**src/pkg/dca_pkg.sv**
```systemverilog
// constants and types for the dual channel converter control block
// Operation
// [RQ1] both channels are sampled at the same instant once per convert period.
// [RQ2] the convert clock starts conversion and the system clock times it.
// [RQ3] each channel resolves 18 bits, one bit per approximation step.
// [RQ4] one conversion takes at least 64 system clocks per convert period.
// [RQ5] the host keeps the system clock at or below 6.144 MHz (96 KHz rate).
// [RQ6] a stored correction factor is added to every result automatically.
// [RQ7] results are loaded into shift registers and sent on one serial pin.
// [RQ8] output samples are two's complement.
// [RQ9] sequencing and output bit timing follow the system clock.
// [RQ10] the host should make the convert clock as system clock over 64.
// [RQ11] results of one convert period are shifted out in the next one.
// [RQ12] phase select high sends channel 1 on convert low, channel 2 on high.
// [RQ13] width select high sends 18-bit words, low sends 16-bit words.
// [RQ14] at clock over 64 the convert edge lands just after the lsb; the code sends the 18-bit lsb 14 clocks before the next edge.
// [RQ15] one bit per system clock, msb first, no gaps within a word.
`default_nettype none
package dca_pkg;
  localparam int unsigned RES_W = 18;
  localparam int unsigned NARROW_W = 16;
  localparam int unsigned CNT_W = 5;
  localparam logic [CNT_W-1:0] RES_LAST = 5'h11;
  localparam logic [CNT_W-1:0] NARROW_LAST = 5'h0f;
  localparam int unsigned CONVERT_CLOCK_MIN_CYC = 64;
  localparam logic [RES_W-1:0] CORR_RST = 18'h00000;
  localparam logic [RES_W-1:0] CORR_DEFAULT = 18'h00000;
  typedef enum logic [1:0] {DCA_IDLE, DCA_RUN, DCA_DONE} dca_state_t;
endpackage
`default_nettype wire

```
**src/rtl/dca_sar.sv**
```systemverilog
// one channel successive approximation register with correction add
`default_nettype none
module dca_sar
  import dca_pkg::*;
(
  // clock and reset
  input wire logic i_mclk,
  input wire logic i_rst,
  // control
  input wire logic i_start,
  input wire logic i_cmp_hi,
  input wire logic [RES_W-1:0] i_corr,
  // results
  output logic [RES_W-1:0] o_trial,
  output logic o_done,
  output logic [RES_W-1:0] o_result
);
  typedef struct packed {
    dca_state_t st;
    logic [RES_W-1:0] sar;
    logic [CNT_W-1:0] bit_idx;
    logic [RES_W-1:0] res;
    logic done;
  } dca_sar_st_t;
  dca_sar_st_t s_q, s_d;

  assign o_trial = s_q.sar;
  assign o_done = s_q.done;
  assign o_result = s_q.res;

  //////////////////////////////////////////////////////////////////////////
  // one bit per step from msb down, then correct
  always_comb begin
    s_d = s_q;
    s_d.done = 1'b0;
    unique case (s_q.st)
      DCA_IDLE: begin
        if (i_start) begin
          s_d.st = DCA_RUN;
          s_d.bit_idx = RES_LAST;
          s_d.sar = {1'b1, {(RES_W-1){1'b0}}}; // [RQ3]
        end
      end
      DCA_RUN: begin
        // keep trial bit when input is above level, then try the next
        if (!i_cmp_hi) begin
          s_d.sar[s_q.bit_idx] = 1'b0; // [RQ3]
        end
        if (s_q.bit_idx == '0) begin
          s_d.st = DCA_DONE;
        end else begin
          s_d.bit_idx = s_q.bit_idx - 5'h01;
          s_d.sar[s_q.bit_idx - 5'h01] = 1'b1;
        end
      end
      DCA_DONE: begin
        // offset binary to two's complement by flipping msb
        s_d.res = (s_q.sar + i_corr) ^ {1'b1, {(RES_W-1){1'b0}}}; // [RQ6] [RQ8]
        s_d.done = 1'b1;
        s_d.st = DCA_IDLE;
      end
    endcase
  end

  always_ff @(posedge i_mclk or posedge i_rst) begin
    if (i_rst) begin
      s_q <= '{st: DCA_IDLE, sar: '0, bit_idx: '0, res: '0, done: 1'b0};
    end else begin
      s_q <= s_d;
    end
  end
endmodule
`default_nettype wire

```
**src/rtl/dca_top.sv**
```systemverilog
// converter control: sample timing, two sar channels, serial output
`default_nettype none
module dca_top
  import dca_pkg::*;
#(
  parameter logic [RES_W-1:0] CORR_CH1 = CORR_DEFAULT, // arbitrary
  parameter logic [RES_W-1:0] CORR_CH2 = CORR_DEFAULT  // arbitrary
)(
  // clock and reset
  input wire logic i_mclk,
  input wire logic i_rst,
  // host controls, synchronous to i_mclk
  input wire logic i_convert_clock,
  input wire logic i_channel_phase_select,
  input wire logic i_word_width_select,
  // comparator decisions from the analog front end
  input wire logic i_cmp_hi_ch1,
  input wire logic i_cmp_hi_ch2,
  // analog front end control
  output logic o_sample_hold,
  output logic [RES_W-1:0] o_trial_ch1,
  output logic [RES_W-1:0] o_trial_ch2,
  // serial output
  output logic o_serial_data
);
  typedef struct packed {
    logic convert_clock_prev;
    logic sh;
    logic [RES_W-1:0] hold1;
    logic [RES_W-1:0] hold2;
    logic [RES_W-1:0] snd1;
    logic [RES_W-1:0] snd2;
    logic [RES_W-1:0] shreg;
    logic [CNT_W-1:0] left;
    logic busy;
    logic dout;
  } dca_top_st_t;
  dca_top_st_t s_q, s_d;

  logic done1, done2;
  logic [RES_W-1:0] res1, res2;
  logic convert_clock_edge;

  // one decode used for both load points
  function automatic logic [RES_W-1:0] pick_word(
    input logic convert_clock_lvl, input logic phase_sel,
    input logic [RES_W-1:0] r1, input logic [RES_W-1:0] r2);
    // phase high: channel 1 while convert is low
    pick_word = ((convert_clock_lvl == 1'b0) == phase_sel) ? r1 : r2; // [RQ12]
  endfunction

  //////////////////////////////////////////////////////////////////////////
  // shared sample pulse on each rising convert edge starts both channels
  assign convert_clock_edge = i_convert_clock ^ s_q.convert_clock_prev; // [RQ2] [RQ9]
  assign o_sample_hold = s_q.sh;

  // both channels start from the same sample pulse [RQ1]
  dca_sar u_sar1 (
    .i_mclk(i_mclk), .i_rst(i_rst), .i_start(s_q.sh),
    .i_cmp_hi(i_cmp_hi_ch1), .i_corr(CORR_CH1), .o_trial(o_trial_ch1),
    .o_done(done1), .o_result(res1));
  dca_sar u_sar2 (
    .i_mclk(i_mclk), .i_rst(i_rst), .i_start(s_q.sh),
    .i_cmp_hi(i_cmp_hi_ch2), .i_corr(CORR_CH2), .o_trial(o_trial_ch2),
    .o_done(done2), .o_result(res2));

  //////////////////////////////////////////////////////////////////////////
  always_comb begin
    s_d = s_q;
    s_d.convert_clock_prev = i_convert_clock;
    // sample once per period, on the rising convert edge only
    s_d.sh = convert_clock_edge && i_convert_clock; // [RQ1]
    // results wait in holding words until the next period starts
    if (done1) begin
      s_d.hold1 = res1;
    end
    if (done2) begin
      s_d.hold2 = res2;
    end
    if (convert_clock_edge) begin
      // each phase of the next period sends one word [RQ11]
      if (i_convert_clock) begin
        // rising edge: last period's results move to the send pair, so
        // the conversion now starting cannot replace the falling word
        s_d.snd1 = s_q.hold1; // [RQ11]
        s_d.snd2 = s_q.hold2; // [RQ11]
        s_d.shreg = pick_word(i_convert_clock, i_channel_phase_select,
                              s_q.hold1, s_q.hold2); // [RQ7]
      end else begin
        s_d.shreg = pick_word(i_convert_clock, i_channel_phase_select,
                              s_q.snd1, s_q.snd2); // [RQ7] [RQ11]
      end
      s_d.left = i_word_width_select ? RES_LAST : NARROW_LAST; // [RQ13]
      s_d.busy = 1'b1;
    end else if (s_q.busy) begin
      // msb first, one bit each clock, word ends ahead of the next edge
      s_d.dout = s_q.shreg[RES_W-1]; // [RQ15] [RQ14]
      s_d.shreg = {s_q.shreg[RES_W-2:0], 1'b0};
      if (s_q.left == '0) begin
        s_d.busy = 1'b0;
      end else begin
        s_d.left = s_q.left - 5'h01;
      end
    end else begin
      s_d.dout = 1'b0;
    end
  end

  // 16-bit mode sends the top 16 bits of the two's complement word [RQ13]
  assign o_serial_data = s_q.dout;

  always_ff @(posedge i_mclk or posedge i_rst) begin
    if (i_rst) begin
      s_q <= '{convert_clock_prev: 1'b0, sh: 1'b0, hold1: CORR_RST, hold2: CORR_RST,
               snd1: CORR_RST, snd2: CORR_RST,
               shreg: '0, left: '0, busy: 1'b0, dout: 1'b0};
    end else begin
      s_q <= s_d;
    end
  end
  // conversion spans 21 clocks inside the 32-clock high half, so a
  // 64-clock convert period always covers it [RQ4]
endmodule
`default_nettype wire

```
**config.mk**
```make
export PLATFORM = sky130hd
export DESIGN_NAME = dca_top
export DESIGN_NICKNAME = d
export VERILOG_FILES = /design/src/pkg/dca_pkg.sv /design/src/rtl/dca_sar.sv /design/src/rtl/dca_top.sv
export SDC_FILE = /design/constraint.sdc
export NUM_CORES = 1
export LEC_CHECK = 0
export ABC_AREA = 1
export ABC_CLOCK_PERIOD_IN_PS = 8600
export BUFFER_PORTS_ARGS = -buffer_cell sky130_fd_sc_hd__clkbuf_2
export CORE_MARGIN = 2
export CORE_UTILIZATION = 25
export DETAILED_ROUTE_END_ITERATION = 10
export PLACE_DENSITY = 0.48
export SKIP_LAST_GASP = 1
export SLEW_MARGIN = 5
export SYNTH_ARGS = -nofsm -noshare
export SYNTH_HDL_FRONTEND = slang
export SYNTH_SLANG_ARGS = --single-unit
```
**constraint.sdc**
```tcl
create_clock -name i_mclk -period 8.6 [get_ports i_mclk]
set_input_delay 1.72 -clock i_mclk [delete_from_list [all_inputs] [get_ports i_mclk]]
set_output_delay 1.72 -clock i_mclk [all_outputs]
set_load 0.02 [all_outputs]
```
* Word-level counts from Yosys, hierarchy flattened *
Index checks and enable logic that the tools add are counted.

word-level totals
  bits in latches = 0
  bits in read-only memories = 0
  memories = 0
  RAM bits = 0
  bits of input ports = 7
  bits in registers = 187
  output and inout port bits = 38
  logic and storage cells = 106

operators by class
  reduce and logical (&&, ||, !) cells = 21
  equal/unequal tests = 12
  $mul = 0
  magnitude comparators = 8
  add/sub/neg operators = 3
  shift-type cells = 0
  bitwise gates (word level) = 10
  mux-type cells = 32
  divide/modulo/power cells = 0

operators with widths
  kind                                                                number
  2-to-1 mux 18 bit                                                   7
  one-hot mux 23 bit (2 select lines)                                 2
  2-to-1 mux 24 bit                                                   2
  2-to-1 mux 23 bit                                                   2
  AND 18 bit                                                          2
  inverter 18 bit                                                     2
  bitwise OR 18 bit                                                   2
  2-to-1 mux 25 bit                                                   1
  less-than comparator 5 x 6 -> 1 bit (second input constant)         4
  demux 1 bit (select 5 bit)                                          4
  greater-or-equal comparator 5 x 1 -> 1 bit (second input constant)  4
  zero test 5 bit                                                     3
  subtractor 5 x 1 -> 5 bit (second input constant)                   3
  one-hot mux 2 bit (3 select lines)                                  2
  AND reduction 2 bit                                                 6
  2-to-1 mux 5 bit                                                    2
  != test 2 bit (second input constant)                               5
  2-to-1 mux 1 bit                                                    8
  AND reduction 3 bit                                                 2
  nonzero test 2 bit                                                  3
  logical AND 1 bit                                                   5
  == test 2 x 1 -> 1 bit (second input constant)                      2
  == test 2 bit (second input constant)                               2
  zero test 2 bit                                                     2
  5 further kinds                                                     9

* Logic depth before layout (Yosys ltp) *
  depth in word-level cells = 11
  gate-level depth with buffers = 10
  depth with buffers taken out = 10

* Cells and area by module *
A second synthesis with hierarchy kept.

unflattened totals
  cell total of the unflattened synthesis = 1369
  area, all modules = 11024.3 sq um

by module, submodules not included
  module   cells each  times used  area each (sq um)  seq. area each (sq um)
  dca_sar  431         2           3211.8             1101.1
  dca_top  507         1           4600.7             2477.4

* Least setup slack after synthesis *
Ideal clock, no wire load.

  kind = input to register
  from = in i_convert_clock
  to = reg s_q[10] (netlist bit)
  setup time = 124 ps
  stages = 6
  slack = 5804 ps
  arrival = 2672 ps
  path through = ha_1 -> nand2_1 -> clkinv_1 -> buf_2 -> nand2_1 -> nand3_1

between the ends
  word-level cells in the longest chain between the ends = 5
  elaborated cells between the ends (all ways) = 8
  those cells by class = eq/ne: 1; mux: 4; bitwise: 2; reduce/logical: 1

RTL lines
  item                  line            source
  from (decl)           dca_top.sv:13   input wire logic i_convert_clock,
  inverter 1 bit        dca_top.sv:49   pick_word = ((convert_clock_lvl == 1'b0) == phase_sel) ? r1 : r2;
  == test 1 bit         dca_top.sv:49
  2-to-1 mux 18 bit     dca_top.sv:49
  2-to-1 mux 18 bit     dca_top.sv:82   if (i_convert_clock) begin
  2-to-1 mux 24 bit     dca_top.sv:80   if (convert_clock_edge) begin
  to (signal assigned)  dca_top.sv:114  s_q <= '{convert_clock_prev: 1'b0, sh: 1'b0, hold1: CORR_RST, hold2: CORR_RST,
  to (decl)             dca_top.sv:38   dca_top_st_t s_q, s_d;

Parallel ways exist; a longest one is shown, timed or not.
A chain may end at the register's enable or synchronous reset.

* Final worst setup path *
  from = in i_convert_clock
  to = reg s_q[4] (netlist bit)

between the ends
  word-level cells in the longest chain between the ends = 3
  elaborated cells between the ends (all ways) = 5
  those cells by class = eq/ne: 1; mux: 1; bitwise: 1; reduce/logical: 2

RTL lines
  item                                                                         line           source
  XOR 1 bit (*)                                                                dca_top.sv:54  assign convert_clock_edge = i_convert_clock ^ s_q.convert_clock_prev;
  != test 2 bit (no source line) / nonzero test 2 bit (equally long branches)  --
  AND reduction 2 bit (no source line)                                         --

Every way passes the cells marked *; elsewhere a longest branch is shown, timed or not.

==> impl_metrics.tcl <==
set metrics [dict create \
    layout-drive-gt1-share 0.1319 \
    ys_seq_area_frac 0.5230 \
    antenna_found_initial 0 \
    cts_sinks 187 \
    p_per_area_nw_per_um2 333.2 \
    fin_area_um2 9916 \
    hp-class "reg2reg" \
    skew_ns 0.009950 \
    syn_area_um2 8947 \
    drc 0 \
    synth_edf_count 0 \
    multi_input_area_um2 3497 \
    fin_crit_sh 0.3581 \
    die_x_um 193.2 \
    final_hold_viol_count 0 \
    ant_nets 0 \
    drt-initial-drc-count 570 \
    start_util 0.2528 \
    viasPerCell 4.429 \
    seq_area_um2 4679 \
    vias 6710 \
    p_leak_nw 4.725 \
    syn_inst 1050 \
    die_h_um 193.2 \
    cts_resized 0 \
    drv_cap 0 \
    n_antenna_cell 0 \
    status "finished clean" \
    hold_path_depth 2 \
    cp-end-kind "register" \
    rows 69 \
    fmax_mhz 324.7 \
    clk_pin_slew_ns 0.08 \
    wl_per_cell_um 13.78 \
    cp-start-kind "input pin" \
    portBuffers 44 \
    synth_warnings 0 \
    fillers 3838 \
    cts_max_level 4 \
    rsz0062_at_grt "no" \
    die-area_um2 37320 \
    dpl_cell_area_um2 9318 \
    final_cell_mix "301 x nand2_1, 187 x dfrtp_1, 102 x o21ai_0" \
    fin_util 0.2801 \
    layout.cells.most_common "nand2_1" \
    worstSkewPairLatency_ns 0.44 \
    synth_top_area_share 0.5230 \
    async_flop_share 1.000 \
    cts_setup_buffers 0 \
    ioPinCount 45 \
    gr-total-overflow 0 \
    synth_top_flop_cell "dfrtp_1" \
    drtPass1Iterations 5 \
    finalMaxSlewViolations 0 \
    grt_max_degree 109 \
    critical_path_peak_fanout 21 \
    grt_pass1_vias 6524 \
    grt_util_all_layers 0.1171 \
    grt_pass1_wl_um 34400 \
    cts_tree "done" \
    numCtsBuffers 17 \
    slew_headroom 0.2998 \
    hold_buffers 0 \
    synth_top_area_cell "dfrtp_1" \
    cp.arrival_ns 3.41 \
    worstSetupPathType "in2reg" \
    worstRegToRegCells 4 \
    dp_hpwl_um 14520 \
    gp_congestion 0.8548 \
    required_ns 8.93 \
    ir_drop_mv 0.1367 \
    period_minus_slack_ns 3.080 \
    synth-seq-cells 187 \
    yosys-top-cells-area "dfrtp_1 52%, nand2_1 13%, o21ai_0 5.7%" \
    avgSynthCellArea_um2 8.521 \
    ys_types 36 \
    area_growth_pct 10.82 \
    worst_pin_slew_ns 1.050 \
    setup_viol_count_final 0 \
    clockBufferDepth 2 \
    syn_nets 1073 \
    finalHoldWorstSlack_ns 0.4754 \
    final_net_count 1064 \
    tns_ns 0 \
    coreArea_um2 35400 \
    wl_um 20880 \
    cts_root_buffer "clkbuf_16" \
]
area by class of cell:
| class | count | share of cell area |
|---|---|---|
| clock buffer | 17 | 0.04290 |
| tap | 461 | 0.05817 |
| inverter | 85 | 0.03319 |
| clock inverter | 15 | 0.01741 |
| sequential | 187 | 0.4719 |
| timing repair buffer | 46 | 0.02372 |
| multi-input combinational | 704 | 0.3527 |
final timing paths:
kind / start / end / slack (ns)
worst max-delay path: i_convert_clock / s_q[4] / 5.52
worst min-delay path: u_sar1.o_result[1] / u_sar1.o_result[1] / 0.48
worst max register to register: u_sar2.s_q[42] / u_sar2.o_result[17] / 6.51
worst min register to register: u_sar1.o_result[1] / u_sar1.o_result[1] / 0.48
max in group asynchronous: i_rst / s_q[68] / 5.54
min in group asynchronous: i_rst / u_sar2.o_trial[6] / 1.42
registers in the layout (all words and copies together), names as in the netlist:
name             cells
u_sar1.o_done        1
u_sar1.s_q           7
u_sar2.s_q           7
o_serial_data        1
s_q                 97
u_sar2.o_done        1
o_sample_hold        1
u_sar2.o_trial      18
u_sar1.o_trial      18
u_sar2.o_result     18
u_sar1.o_result     18
through the flow:
stage / power, W / worst slack [ns] / std cells
5_1_grt: 0.003565 / 5.231 / 1515
3_5_place_dp: 0.002525 / 5.009 / 1483
3_3_place_gp: 0.002516 / 5.007 / 1483
6_report: 0.003304 / 5.520 / 1515
4_1_cts: 0.003348 / 5.478 / 1515
2_1_floorplan: 0.002269 / 1.795 / 1050
cell families after synthesis:
logic type               count (synthesis)  share of synthesized area
AND/OR/NAND/NOR                        492                     0.2376
AO/OA/AOI/OAI                          177                     0.1064
adder cells (fa/ha/maj)                 16                    0.02237
multiplexers                            17                    0.02140
XOR/XNOR                                 2                   0.002797
buffers and inverters                  159                    0.08642
flip-flops                             187                     0.5230
worst max-delay path, cell delays in order:
cell	delay, ns
clkbuf_2	0.35
ha_2	0.41
nand2_1	0.10
clkinv_1	0.43
o21ai_0	0.22
a21oi_1	0.06
nand2_1	0.07
nand3_1	0.06
where the power goes:
group | switching (W) | leakage, nW | total, W | internal (W)
Sequential | 0.000233 | 2.43 | 0.00140 | 0.00117
Combinational | 0.000741 | 2.00 | 0.00110 | 0.000357
Clock | 0.000389 | 0.296 | 0.000807 | 0.000418
Total | 0.00136 | 4.73 | 0.00330 | 0.00194
cells in the mapped netlist (3+ instances only):
cell type / n
nor2_2: 7
nand3_1: 78
nand4_1: 6
buf_4: 38
dfrtp_1: 187
inv_1: 74
nand2_1: 301
clkbuf_1: 18
buf_1: 3
ha_1: 16
nor3_1: 4
nand2_2: 6
a21oi_1: 48
inv_2: 8
mux2_2: 17
nor2_4: 5
o21ai_0: 102
buf_2: 13
o21ai_1: 3
o22ai_1: 15
nand2_4: 6
nor2_1: 75
layer usage:
layer	vias up	wire length, µm	track usage
met2	95	9717	0.1808
met1	3262	10080	0.1648
met3	18	778	0.02407
li1	3335	-	-
met5	-	0	0
met4	0	305	0.03555
Power figures use the tool's default switching activity.
